## src/verilog/ldc_pkg.sv

```systemverilog
package ldc_pkg;
    // register indices; printed offsets are register numbers on the plain port
    localparam logic [7:0] REG_CORE0 = 8'h00;
    localparam logic [7:0] REG_CORE1 = 8'h01;
    localparam logic [7:0] REG_ADCCFG = 8'h03;
    localparam logic [7:0] REG_TXCTL = 8'h0A;
    localparam logic [7:0] REG_MODCODE = 8'h0C;
    localparam logic [7:0] REG_XPOINT = 8'h0E;
    localparam logic [7:0] REG_BIAS_LO = 8'h0F;
    localparam logic [7:0] REG_BIAS_HI = 8'h10;
    localparam logic [7:0] REG_BIAS_THR = 8'h11;
    localparam logic [7:0] REG_PD_THR = 8'h12;
    localparam logic [7:0] REG_ADC_MSB = 8'h28;
    localparam logic [7:0] REG_ADC_LSB = 8'h29;
    localparam logic [7:0] REG_STATUS = 8'h2B;
    localparam logic [7:0] REG_PD_SET = 8'h30;

    localparam logic [7:0] RST_CORE0 = 8'h41;
    localparam logic [7:0] RST_ZERO = 8'h00;

    // field positions
    localparam int B_CHIP_EN = 0;
    localparam int B_PD_POL = 0;
    localparam int B_BIAS_POL = 1;
    localparam int B_BIAS_EN = 2;
    localparam int B_FLT_EN = 3;
    localparam int B_OPEN_LOOP = 4;
    localparam int B_PD_RNG_LO = 5;
    localparam int B_PD_FLT_TRIG = 7;
    localparam int B_ADC_OSC = 6;
    localparam int B_ADC_EN = 7;
    localparam int B_AMP_SRC = 0;
    localparam int B_OC_DIS = 2;
    localparam int B_TX_PD = 7;
    localparam int B_XP_DIR = 7;
    localparam int B_DMON_B = 5;
    localparam int B_DMON_P = 6;
    localparam int B_FLT_STAT = 5;

    // times in ns, board clock 40 ns
    localparam int CLK_NS = 40;
    localparam int T_INIT1_NS = 1000;
    localparam int T_INIT2_NS = 2000;
    localparam int T_FLTRST_NS = 200;
    localparam int T_NEGATE_NS = 400;
    localparam int INIT1_CYC = (T_INIT1_NS + CLK_NS - 1) / CLK_NS;
    localparam int INIT2_CYC = (T_INIT2_NS + CLK_NS - 1) / CLK_NS;
    localparam int FLTRST_CYC = (T_FLTRST_NS + CLK_NS - 1) / CLK_NS;
    localparam int NEGATE_CYC = (T_NEGATE_NS + CLK_NS - 1) / CLK_NS;

    typedef enum logic [1:0] {
        ST_INIT = 2'b00,
        ST_WAIT = 2'b01,
        ST_RUN = 2'b10
    } ldc_pwr_t;

    typedef enum logic [2:0] {
        MON_TEMP = 3'b000,
        MON_SUPPLY = 3'b001,
        MON_BIAS = 3'b010,
        MON_PD = 3'b011
    } ldc_mon_t;

    typedef struct packed {
        logic bias_on;
        logic bias_sink;
        logic open_loop;
        logic pd_sink;
        logic [1:0] pd_range;
        logic [9:0] bias_code;
    } ldc_bias_t;

    typedef struct packed {
        logic tx_powerdown;
        logic amp_from_pin;
        logic offset_cancel_on;
        logic [7:0] modulation_code;
        logic crosspoint_direction;
        logic [6:0] crosspoint_magnitude;
    } ldc_tx_t;

    typedef struct packed {
        logic adc_run;
        logic chan_valid;
        logic [2:0] channel;
        logic dig_bias_mon;
        logic dig_pd_mon;
    } ldc_mon_ctl_t;
endpackage

```

## src/verilog/ldc_core.sv

```systemverilog
`timescale 1ns/10ps
// What this block does
// - amplitude from code, or pin when selected
// - eight-bit modulation code sets modulation current
// - power-down bit disables whole transmit path
// - offset cancellation on unless disable bit
// - crosspoint direction and seven-bit magnitude
// - bias off after reset, on when enabled
// - open loop uses code, else power loop
// - photodiode polarity selects sink or source
// - two-bit photodiode range selects feedback range
// - bias sources by default, sinks when set
// - digital monitor selects give ten-bit words
// - bias fault from comparator or threshold
// - photodiode fault from comparator or threshold
// - fault on overcurrent or large bias drop
// - fault zeroes bias, latches pin, status
// - toggle disable or enable clears latch
// - recover after negate time or reassert
// - reset defaults, init and ready times
// - disable pin kills bias, keeps registers
// - adc result split across two registers
// - three-bit channel select picks quantity
// - adc runs only with both enables
module ldc_core #(
    parameter int ADC_W = 10
) (
    input wire logic mclk, // board clock
    input wire logic rst_n, // synchronous reset
    input wire logic [7:0] reg_addr, // register index
    input wire logic [7:0] reg_wdata, // write data
    input wire logic reg_wr, // write strobe
    input wire logic reg_rd, // read strobe
    output logic [7:0] reg_rdata, // read data, cycle after strobe
    input wire logic disable_pin, // async disable input
    input wire logic bias_monitor_pin, // bias comparator over bandgap
    input wire logic pd_monitor_pin, // pd comparator over bandgap
    input wire logic [9:0] bias_meas, // measured bias word
    input wire logic [9:0] pd_meas, // measured pd word
    input wire logic [ADC_W-1:0] adc_result, // converter output
    input wire logic adc_done, // converter result strobe
    output logic fault_latch, // fault pin
    output logic tx_ready, // transmit allowed
    output logic regs_ready, // registers writable
    output ldc_pkg::ldc_bias_t bias_ctl, // bias driver control
    output ldc_pkg::ldc_tx_t tx_ctl, // transmit path control
    output ldc_pkg::ldc_mon_ctl_t mon_ctl // monitor mux control
);
    logic [7:0] core0_ff, core1_ff, adccfg_ff, txctl_ff, mod_ff, xp_ff;
    logic [7:0] bias_lo_ff, bias_hi_ff, bthr_ff, pthr_ff, pdset_ff;
    logic [ADC_W-1:0] adc_ff;
    logic [7:0] reg_rdata_ff;
    logic dis_s1_ff, dis_s2_ff;
    logic mb_s1_ff, mb_s2_ff, mp_s1_ff, mp_s2_ff;
    logic fault_ff, fault_pin_ff;
    logic [9:0] bias_prev_ff;
    logic [15:0] rec_cnt_ff, neg_cnt_ff, pwr_cnt_ff;
    logic rec_done_ff;
    ldc_pkg::ldc_pwr_t pwr_ff;
    logic wr_ok, off_req, fault_now, big_drop, pd_over;
    logic [9:0] bias_code, pd_thr10, b_thr10;

    function automatic logic [9:0] thr10(input logic [7:0] t);
        thr10 = {t, 2'b00};
    endfunction

    assign wr_ok = reg_wr && (pwr_ff != ldc_pkg::ST_INIT);
    assign bias_code = {bias_hi_ff[1:0], bias_lo_ff};
    assign b_thr10 = thr10(bthr_ff);
    assign pd_thr10 = thr10(pthr_ff);

    // power-on sequencing
    always_ff @(posedge mclk) begin
        if (!rst_n) begin
            pwr_ff <= ldc_pkg::ST_INIT;
            pwr_cnt_ff <= 16'h0000;
        end else begin
            unique case (pwr_ff)
                ldc_pkg::ST_INIT: begin
                    if (pwr_cnt_ff == 16'(ldc_pkg::INIT1_CYC - 1)) begin
                        pwr_ff <= ldc_pkg::ST_WAIT;
                        pwr_cnt_ff <= 16'h0000;
                    end else begin
                        pwr_cnt_ff <= pwr_cnt_ff + 16'h0001;
                    end
                end
                ldc_pkg::ST_WAIT: begin
                    if (pwr_cnt_ff == 16'(ldc_pkg::INIT2_CYC - 1)) begin
                        pwr_ff <= ldc_pkg::ST_RUN;
                    end else begin
                        pwr_cnt_ff <= pwr_cnt_ff + 16'h0001;
                    end
                end
                ldc_pkg::ST_RUN: pwr_ff <= ldc_pkg::ST_RUN;
            endcase
        end
    end

    // register writes; everything lands on defaults at reset
    always_ff @(posedge mclk) begin
        if (!rst_n) begin
            core0_ff <= ldc_pkg::RST_CORE0;
            core1_ff <= ldc_pkg::RST_ZERO;
            adccfg_ff <= ldc_pkg::RST_ZERO;
            txctl_ff <= ldc_pkg::RST_ZERO;
            mod_ff <= ldc_pkg::RST_ZERO;
            xp_ff <= ldc_pkg::RST_ZERO;
            bias_lo_ff <= ldc_pkg::RST_ZERO;
            bias_hi_ff <= ldc_pkg::RST_ZERO;
            bthr_ff <= ldc_pkg::RST_ZERO;
            pthr_ff <= ldc_pkg::RST_ZERO;
            pdset_ff <= ldc_pkg::RST_ZERO;
        end else if (wr_ok) begin
            unique case (reg_addr)
                ldc_pkg::REG_CORE0: core0_ff <= reg_wdata;
                ldc_pkg::REG_CORE1: core1_ff <= reg_wdata;
                ldc_pkg::REG_ADCCFG: adccfg_ff <= reg_wdata;
                ldc_pkg::REG_TXCTL: txctl_ff <= reg_wdata;
                ldc_pkg::REG_MODCODE: mod_ff <= reg_wdata;
                ldc_pkg::REG_XPOINT: xp_ff <= reg_wdata;
                ldc_pkg::REG_BIAS_LO: bias_lo_ff <= reg_wdata;
                ldc_pkg::REG_BIAS_HI: bias_hi_ff <= reg_wdata;
                ldc_pkg::REG_BIAS_THR: bthr_ff <= reg_wdata;
                ldc_pkg::REG_PD_THR: pthr_ff <= reg_wdata;
                ldc_pkg::REG_PD_SET: pdset_ff <= reg_wdata;
                default: core0_ff <= core0_ff;
            endcase
        end
    end

    // converter result capture
    always_ff @(posedge mclk) begin
        if (!rst_n) begin
            adc_ff <= '0;
        end else if (adc_done && mon_ctl.adc_run) begin
            adc_ff <= adc_result;
        end
    end

    // read port, unmapped reads zero
    always_ff @(posedge mclk) begin
        if (!rst_n) begin
            reg_rdata_ff <= 8'h00;
        end else if (reg_rd) begin
            unique case (reg_addr)
                ldc_pkg::REG_CORE0: reg_rdata_ff <= core0_ff;
                ldc_pkg::REG_CORE1: reg_rdata_ff <= core1_ff;
                ldc_pkg::REG_ADCCFG: reg_rdata_ff <= adccfg_ff;
                ldc_pkg::REG_TXCTL: reg_rdata_ff <= txctl_ff;
                ldc_pkg::REG_MODCODE: reg_rdata_ff <= mod_ff;
                ldc_pkg::REG_XPOINT: reg_rdata_ff <= xp_ff;
                ldc_pkg::REG_BIAS_LO: reg_rdata_ff <= bias_lo_ff;
                ldc_pkg::REG_BIAS_HI: reg_rdata_ff <= bias_hi_ff;
                ldc_pkg::REG_BIAS_THR: reg_rdata_ff <= bthr_ff;
                ldc_pkg::REG_PD_THR: reg_rdata_ff <= pthr_ff;
                ldc_pkg::REG_PD_SET: reg_rdata_ff <= pdset_ff;
                ldc_pkg::REG_ADC_MSB: reg_rdata_ff <= adc_ff[ADC_W-1 -: 8];
                ldc_pkg::REG_ADC_LSB: reg_rdata_ff <= {6'h00, adc_ff[1:0]};
                ldc_pkg::REG_STATUS: reg_rdata_ff <= 8'(fault_ff) << ldc_pkg::B_FLT_STAT;
                default: reg_rdata_ff <= 8'h00;
            endcase
        end else begin
            reg_rdata_ff <= 8'h00;
        end
    end
    assign reg_rdata = reg_rdata_ff;

    // pins from outside the clock domain
    always_ff @(posedge mclk) begin
        if (!rst_n) begin
            dis_s1_ff <= 1'b1;
            dis_s2_ff <= 1'b1;
            mb_s1_ff <= 1'b0;
            mb_s2_ff <= 1'b0;
            mp_s1_ff <= 1'b0;
            mp_s2_ff <= 1'b0;
        end else begin
            dis_s1_ff <= disable_pin;
            dis_s2_ff <= dis_s1_ff;
            mb_s1_ff <= bias_monitor_pin;
            mb_s2_ff <= mb_s1_ff;
            mp_s1_ff <= pd_monitor_pin;
            mp_s2_ff <= mp_s1_ff;
        end
    end

    // disabled by pin or by cleared enable bit
    assign off_req = dis_s2_ff || !core1_ff[ldc_pkg::B_BIAS_EN];

    // photodiode over 150% of set point: 2*meas > 3*set
    assign pd_over = ({1'b0, pd_meas, 1'b0} > ({2'b00, pdset_ff, 2'b00} - {4'h0, pdset_ff}))
        && (pdset_ff != 8'h00);
    // bias code falling below half its previous value in one step
    assign big_drop = ({1'b0, bias_code} < {2'b00, bias_prev_ff[9:1]}) && !off_req;

    assign fault_now = core1_ff[ldc_pkg::B_FLT_EN] && (
        mb_s2_ff ||
        (bias_hi_ff[ldc_pkg::B_DMON_B] && (bias_meas > b_thr10)) ||
        (mp_s2_ff && core1_ff[ldc_pkg::B_PD_FLT_TRIG]) ||
        (bias_hi_ff[ldc_pkg::B_DMON_P] && (pd_meas > pd_thr10)) ||
        pd_over || big_drop);

    always_ff @(posedge mclk) begin
        if (!rst_n) begin
            bias_prev_ff <= 10'h000;
        end else begin
            bias_prev_ff <= bias_code;
        end
    end

    // latch clear needs disable held for the reset time
    always_ff @(posedge mclk) begin
        if (!rst_n) begin
            rec_cnt_ff <= 16'h0000;
            rec_done_ff <= 1'b0;
        end else if (!off_req) begin
            rec_cnt_ff <= 16'h0000;
            rec_done_ff <= 1'b0;
        end else if (rec_cnt_ff == 16'(ldc_pkg::FLTRST_CYC - 1)) begin
            rec_done_ff <= 1'b1;
        end else begin
            rec_cnt_ff <= rec_cnt_ff + 16'h0001;
        end
    end

    // fault state: set wins over the recovery clear
    always_ff @(posedge mclk) begin
        if (!rst_n) begin
            fault_ff <= 1'b0;
        end else if (fault_now && !off_req) begin
            fault_ff <= 1'b1;
        end else if (rec_done_ff) begin
            fault_ff <= 1'b0;
        end
    end

    // pin follows the latch but drops while disabled
    always_ff @(posedge mclk) begin
        if (!rst_n) begin
            fault_pin_ff <= 1'b0;
        end else begin
            fault_pin_ff <= fault_ff && !off_req;
        end
    end
    assign fault_latch = fault_pin_ff;

    // bias returns only after the negate time with no fault
    always_ff @(posedge mclk) begin
        if (!rst_n) begin
            neg_cnt_ff <= 16'h0000;
        end else if (off_req || fault_ff || pwr_ff != ldc_pkg::ST_RUN) begin
            neg_cnt_ff <= 16'h0000;
        end else if (neg_cnt_ff != 16'(ldc_pkg::NEGATE_CYC)) begin
            neg_cnt_ff <= neg_cnt_ff + 16'h0001;
        end
    end

    assign regs_ready = (pwr_ff != ldc_pkg::ST_INIT);
    assign tx_ready = (pwr_ff == ldc_pkg::ST_RUN) && core0_ff[ldc_pkg::B_CHIP_EN]
        && !dis_s2_ff;

    always_comb begin
        bias_ctl.bias_on = tx_ready && !off_req && !fault_ff
            && (neg_cnt_ff == 16'(ldc_pkg::NEGATE_CYC));
        bias_ctl.bias_sink = core1_ff[ldc_pkg::B_BIAS_POL];
        bias_ctl.open_loop = core1_ff[ldc_pkg::B_OPEN_LOOP];
        bias_ctl.pd_sink = core1_ff[ldc_pkg::B_PD_POL];
        bias_ctl.pd_range = core1_ff[ldc_pkg::B_PD_RNG_LO +: 2];
        bias_ctl.bias_code = bias_ctl.bias_on ? bias_code : 10'h000;
    end

    always_comb begin
        tx_ctl.tx_powerdown = txctl_ff[ldc_pkg::B_TX_PD] || !tx_ready;
        tx_ctl.amp_from_pin = txctl_ff[ldc_pkg::B_AMP_SRC];
        tx_ctl.offset_cancel_on = !txctl_ff[ldc_pkg::B_OC_DIS];
        tx_ctl.modulation_code = mod_ff;
        tx_ctl.crosspoint_direction = xp_ff[ldc_pkg::B_XP_DIR];
        tx_ctl.crosspoint_magnitude = xp_ff[6:0];
    end

    always_comb begin
        mon_ctl.adc_run = adccfg_ff[ldc_pkg::B_ADC_OSC] && adccfg_ff[ldc_pkg::B_ADC_EN];
        mon_ctl.chan_valid = (adccfg_ff[2] == 1'b0);
        mon_ctl.channel = adccfg_ff[2:0];
        mon_ctl.dig_bias_mon = bias_hi_ff[ldc_pkg::B_DMON_B];
        mon_ctl.dig_pd_mon = bias_hi_ff[ldc_pkg::B_DMON_P];
    end
endmodule

```

## config.mk

```make
export PLATFORM = sky130hd
export DESIGN_NAME = ldc_core
export DESIGN_NICKNAME = d
export VERILOG_FILES = /design/src/verilog/ldc_pkg.sv /design/src/verilog/ldc_core.sv
export SDC_FILE = /design/constraint.sdc
export NUM_CORES = 1
export LEC_CHECK = 0
export BUFFER_PORTS_ARGS = -buffer_cell sky130_fd_sc_hd__buf_2
export CORE_ASPECT_RATIO = 2
export CORE_UTILIZATION = 40
export CTS_BUF_LIST = sky130_fd_sc_hd__clkbuf_4 sky130_fd_sc_hd__clkbuf_8
export CTS_CLUSTER_SIZE = 14
export DETAILED_ROUTE_END_ITERATION = 8
export PLACE_DENSITY = 0.55
export SLEW_MARGIN = 25
export SYNTH_ARGS = -nofsm -noshare
export SYNTH_HDL_FRONTEND = slang
export SYNTH_SLANG_ARGS = --single-unit
```

## constraint.sdc

```tcl
create_clock -name mclk -period 4.64 [get_ports mclk]
set_input_delay 0.232 -clock mclk [delete_from_list [all_inputs] [get_ports mclk]]
set_output_delay 0.232 -clock mclk [all_outputs]
set_load 0.005 [all_outputs]
```

After elaboration in Yosys (flattened, before gate mapping)

Cells that the tools add are included.

Add/sub/neg operators: 4
Magnitude comparators: 4
Eq/ne operators: 24
Mux-type cells: 10
Bitwise operators: 2
Reductions and logical operators: 53

Operator list:

| kind                                                   | number |
|---|---|
| case mux 8 bit (14 select lines)                       | 1 |
| adder 16 x 1 -> 16 bit, second input constant          | 3 |
| == test 8 x 4 -> 1 bit, second input constant          | 4 |
| == test 8 x 6 -> 1 bit, second input constant          | 4 |
| 2-to-1 mux 16 bit                                      | 2 |
| case mux 16 bit (2 select lines)                       | 1 |
| AND reduction 2 bit                                    | 15 |
| == test 8 x 5 -> 1 bit, second input constant          | 3 |
| greater-than comparator 10 bit                         | 2 |
| == test 16 x 3 -> 1 bit, second input constant         | 1 |
| == test 16 x 4 -> 1 bit, second input constant         | 1 |
| == test 16 x 5 -> 1 bit, second input constant         | 1 |
| == test 16 x 6 -> 1 bit, second input constant         | 1 |
| logical AND 1 bit                                      | 16 |
| inequality test 16 x 4 -> 1 bit, second input constant | 1 |
| greater-than comparator 11 x 12 -> 1 bit               | 1 |
| subtractor 10 x 8 -> 11 bit                            | 1 |
| < comparator 10 x 9 -> 1 bit                           | 1 |
| 2-to-1 mux 10 bit                                      | 1 |
| logical OR 1 bit                                       | 9 |
| == test 8 x 1 -> 1 bit, second input constant          | 1 |
| == test 8 x 2 -> 1 bit, second input constant          | 1 |
| zero test 8 bit                                        | 1 |
| inequality test 2 bit, second input constant           | 4 |
| 11 further kinds                                       | 21 |

Bits in registers: 175
Bits of input ports: 54
Output and inout port bits: 53
Word-level logic and storage cells: 124

Longest topological paths before layout

Word-level depth: 10
Mapped depth: 14
Depth with buffers taken out: 14

Worst setup path before layout

No wires, ideal clock.

Path type: register to register
Start: register pdset_ff[2]
End: register fault_ff
Setup time: 0.134 ns
Arrival time: 2.697 ns
Required time: 4.506 ns
Path slack: 1.810 ns
Cell stages (with the launch flop): 14
Path buffers: 0
Period minus slack after synthesis: 2.830 ns
Cell sequence: dfxtp_1 > inv_1 > ha_1 > nor3b_1 > o21ai_0 > nand2b_1 > a211o_1 > a211oi_1 > xnor2_1 > ha_1 > a2111oi_0 > o211a_1 > a211o_1 > o211ai_1

Cells in the longest elaborated chain, start to end: 8
Elaborated cells between the ends (all ways): 10
Classes of those cells: add/sub: 1; order compare: 1; mux: 1; reduce/logical: 7

Ends and longest elaborated chain:

| what                                                   | RTL line        | RTL |
|---|---|---|
| start, declared                                        | ldc_core.sv:50  | `logic [7:0] bias_lo_ff, bias_hi_ff, bthr_ff, pthr_ff, pdset_ff;` |
| start signal, assigned                                 | ldc_core.sv:112 | `pdset_ff <= ldc_pkg::RST_ZERO;` |
| start signal, assigned                                 | ldc_core.sv:125 | `ldc_pkg::REG_PD_SET: pdset_ff <= reg_wdata;` |
| subtractor 10 x 8 -> 11 bit                            | ldc_core.sv:191 | `assign pd_over = ({1'b0, pd_meas, 1'b0} > ({2'b00, pdset_ff, 2'b00} - {4'h0, pdset_ff}))` |
| greater-than comparator 11 x 12 -> 1 bit               | ldc_core.sv:191 |  |
| logical AND 1 bit *                                    | ldc_core.sv:192 | `&& (pdset_ff != 8'h00);` |
| logical OR 1 bit *                                     | ldc_core.sv:200 | `(bias_hi_ff[ldc_pkg::B_DMON_P] && (pd_meas > pd_thr10)) \|\|` |
| logical OR 1 bit *                                     | ldc_core.sv:201 | `pd_over \|\| big_drop);` |
| logical AND 1 bit *                                    | ldc_core.sv:196 | `assign fault_now = core1_ff[ldc_pkg::B_FLT_EN] && (` |
| logical AND 1 bit *                                    | ldc_core.sv:230 | `end else if (fault_now && !off_req) begin` |
| 2-to-1 mux 1 bit or nonzero test 2 bit (tied branches) | -               |  |
| end signal, assigned                                   | ldc_core.sv:229 | `fault_ff <= 1'b0;` |
| end signal, assigned                                   | ldc_core.sv:231 | `fault_ff <= 1'b1;` |
| end signal, assigned                                   | ldc_core.sv:233 | `fault_ff <= 1'b0;` |
| end, declared                                          | ldc_core.sv:55  | `logic fault_ff, fault_pin_ff;` |

Mark *: on every way between the ends. The rest lies on a longest branch, timed or not.
A chain may end at the register's enable or synchronous reset.

Worst setup path after layout

Same ends and word-level chain as after synthesis.

==> impl_metrics.toml <==
[placed_design]
placed_cells = 1406
pre_cts_slack_ps = 1430
place.gp.congestion = 0.872
hpwl_um = 20700
io_buffer_count = 106

[detailed_routing]
drt-total-wl_um = 27800
drt-vias-per-instance = 5.52
drc = 0
firstDrtPassIters = 5
via_count = 8003
ant_nets = 0
wire_per_inst_um = 19.2
drt_iter0_markers = 433

[finish]
post-route-util = 0.459
regArea_mm2 = 0.00348
n_fill_cell = 2324
area_delta_synth_final_pct = 12.6
nets = 1261
final_common_cell = "dfxtp_1"
finalNonFillerCells = 1451
drive_gt1_frac = 0.134
multi_input_area_mm2 = 0.00524
mostFrequentLayoutCells = "dfxtp_1 (174), nand2_1 (120), buf_2 (105)"

[floorplan]
die_w_um = 109
initial_utilization = 0.407
placementRows = 78
io_pins = 107
die_h_um = 217
coreArea_mm2 = 0.0226
dieArea_mm2 = 0.0237

[synth]
avgSynthCellArea_um2 = 8.55
async_flop_share = 0
synth-compound-area-share = 0.135
yosysTopAreaCell = "dfxtp_1"
synth-xor-area-share = 0.0408
synth_cell_types = 57
synth_mux_area_frac = 0.0763
synth_fa_ha_area_frac = 0.0664
synth_edf_count = 0
netlist_area_mm2 = 0.00923
synth_nets = 1182
yosysWarningCount = 0
yosys.area.top_type_share = 0.378
yosysSeqAreaShare = 0.378
synth-seq-cells = 174
synth_top_family_by_area = "simple AND/OR/NAND/NOR gates"
synth.area.top_cells = "dfxtp_1 (38%), mux2i_1 (7.3%), ha_1 (6.6%)"
syn_inst = 1079
synth_flop_cell = "dfxtp_1"
synth_simple_gate_area_frac = 0.249

[clock_tree]
cts_tree = "yes"
cts_htree_levels = 4
cts_buffer_depth = 2
cts_sinks = 174
clk_pin_slew_ps = 90
numCtsBuffers = 17
clock_latency_ps = 510
cts_root_buf = "clkbuf_8"
cts_setup_buffers = 0

[sta]
finalWorstSetupSlack_ps = 1440
setup_viol = 0
tightest_slew_ps = 1020
min_period_ps = 3200
slew_viol_final = 0
hold_viol_final = 0
tns_ps = 0
fmax_ghz = 0.312
fin_skew_ps = 22.1
rsz0062_at_grt = "no"
slew_headroom = 0.317
post-route-period-util = 0.690

[power]
leakage_nw = 4.08
ir_drop_uv = 243
powerDensity_mw_per_mm2 = 281

[global_route]
grt_pass1_vias = 7817
grt_first_pass_wirelength_um = 43300
grt_max_degree = 74
grt_usage = 0.246
antenna_found_initial = 2
grt-ovfl-total = 0

[worst_hold_path]
hp-start = "rst_n"
min_path_type = "input pin to flop"

[critical_path]
r2r-start = "pdset_ff[2]$_SDFFE_PN0P_"
crit_type = "flop to flop"
worstPathRequired_ps = 5010
crit_family = "compound AO/OA/AOI/OAI gates"
max_stage_delay_ps = 430
start_kind = "flop"
cp.buffers_inverters = 1
rrSetupSlack_ps = 1440
critPathMaxFanout = 6
critPathSlowestCell = "dfxtp_1"
critPathCaptureType = "flop"
crit_path_start = "pdset_ff[2]$_SDFFE_PN0P_"
path_cells = "inv_1 -> ha_1 -> nor3b_1 -> o21ai_0 -> nand2b_1 -> a211o_1 -> a211oi_1 -> xnor2_1 -> ha_1 -> a2111oi_0 -> o211a_1 -> a211o_1 -> o211ai_1"
crit_arrival_ps = 3570

[outcome]
outcome = "complete, no violations"

[flow_run]
maxCapViolCount = 0
[flip-flops by register name, summed over array words and instances, names as in the netlist, 9 cells and up]
register	cells
pwr_cnt_ff	16
neg_cnt_ff	16
rec_cnt_ff	16
bias_prev_ff	9
adc_ff	10
[worst register-to-register path, cell delays in order, from the launching register on]
cell       delay (ps)
dfxtp_1           430
inv_1              70
ha_1              310
nor3b_1           180
o21ai_0           170
nand2b_1           90
a211o_1           290
a211oi_1          300
xnor2_1           170
ha_1              270
a2111oi_0         410
o211a_1           210
a211o_1           100
o211ai_1           70
[through the flow]
step	hold slack [ps]	cell area [um2]	total power, W
2_1_floorplan	333	9230	0.00174
3_3_place_gp	395	9850	0.00184
3_5_place_dp	398	9850	0.00184
4_1_cts	106	10400	0.00295
5_1_grt	123	10400	0.00304
6_report	133	10400	0.00292
[cells by family after synthesis]
group	count (synthesis)
AOI/OAI and AO/OA	182
xor gates and xnor gates	43
adders and majority gates	49
buffers and inverters	117
DFF	174
muxes	69
and+or+nand+nor	445
[power by group]
part	switching [W]	internal [W]	leakage (nW)
clock	0.000595	0.000508	0.200
sequential	0.0000193	0.00151	1.40
combinational	0.000174	0.000110	2.48
total	0.000788	0.00213	4.08
[synthesized netlist by cell type, types with 14 or more instances]
cell	count
a21oi_1	29
inv_1	50
clkbuf_1	45
xor2_1	23
nor2b_1	65
xnor2_1	20
ha_1	49
a21boi_0	42
nor3_1	16
o21ai_0	38
nand2_1	120
and2_1	26
nor2_1	72
buf_4	14
nand3_1	56
nand4_1	17
and3_1	23
mux2i_1	67
dfxtp_1	174
[area by class of cell]
class                   count  area share
diodes                      1    0.000241
clock buffers              19      0.0252
clock inverters            12      0.0131
inverters                  50      0.0181
multi-input cells         788       0.505
flip-flops and latches    174       0.335
well taps                 280      0.0337
repair buffers            127      0.0696
[per-layer routing]
metal | GRT usage | share of wire
met1 | 0.258 | 0.37
met2 | 0.450 | 0.53
met3 | 0.0449 | 0.046
met4 | 0.131 | 0.047
met5 | 0 | 0
[worst paths after layout]
kind / endpoint / cells past startpoint
worst max-delay path: fault_ff$_SDFFE_PN0P_ / 13
worst min-delay path: core0_ff[0]$_SDFFE_PN1P_ / 2
worst max register to register: fault_ff$_SDFFE_PN0P_ / 13
worst min register to register: dis_s2_ff$_SDFF_PN1_ / 1
[timing repair]
action	in CTS	in global routing
endpoints found under the hold margin	13	0
resized for setup	0	0
hold buffers	13	0
(Power assumes the default switching activity.)
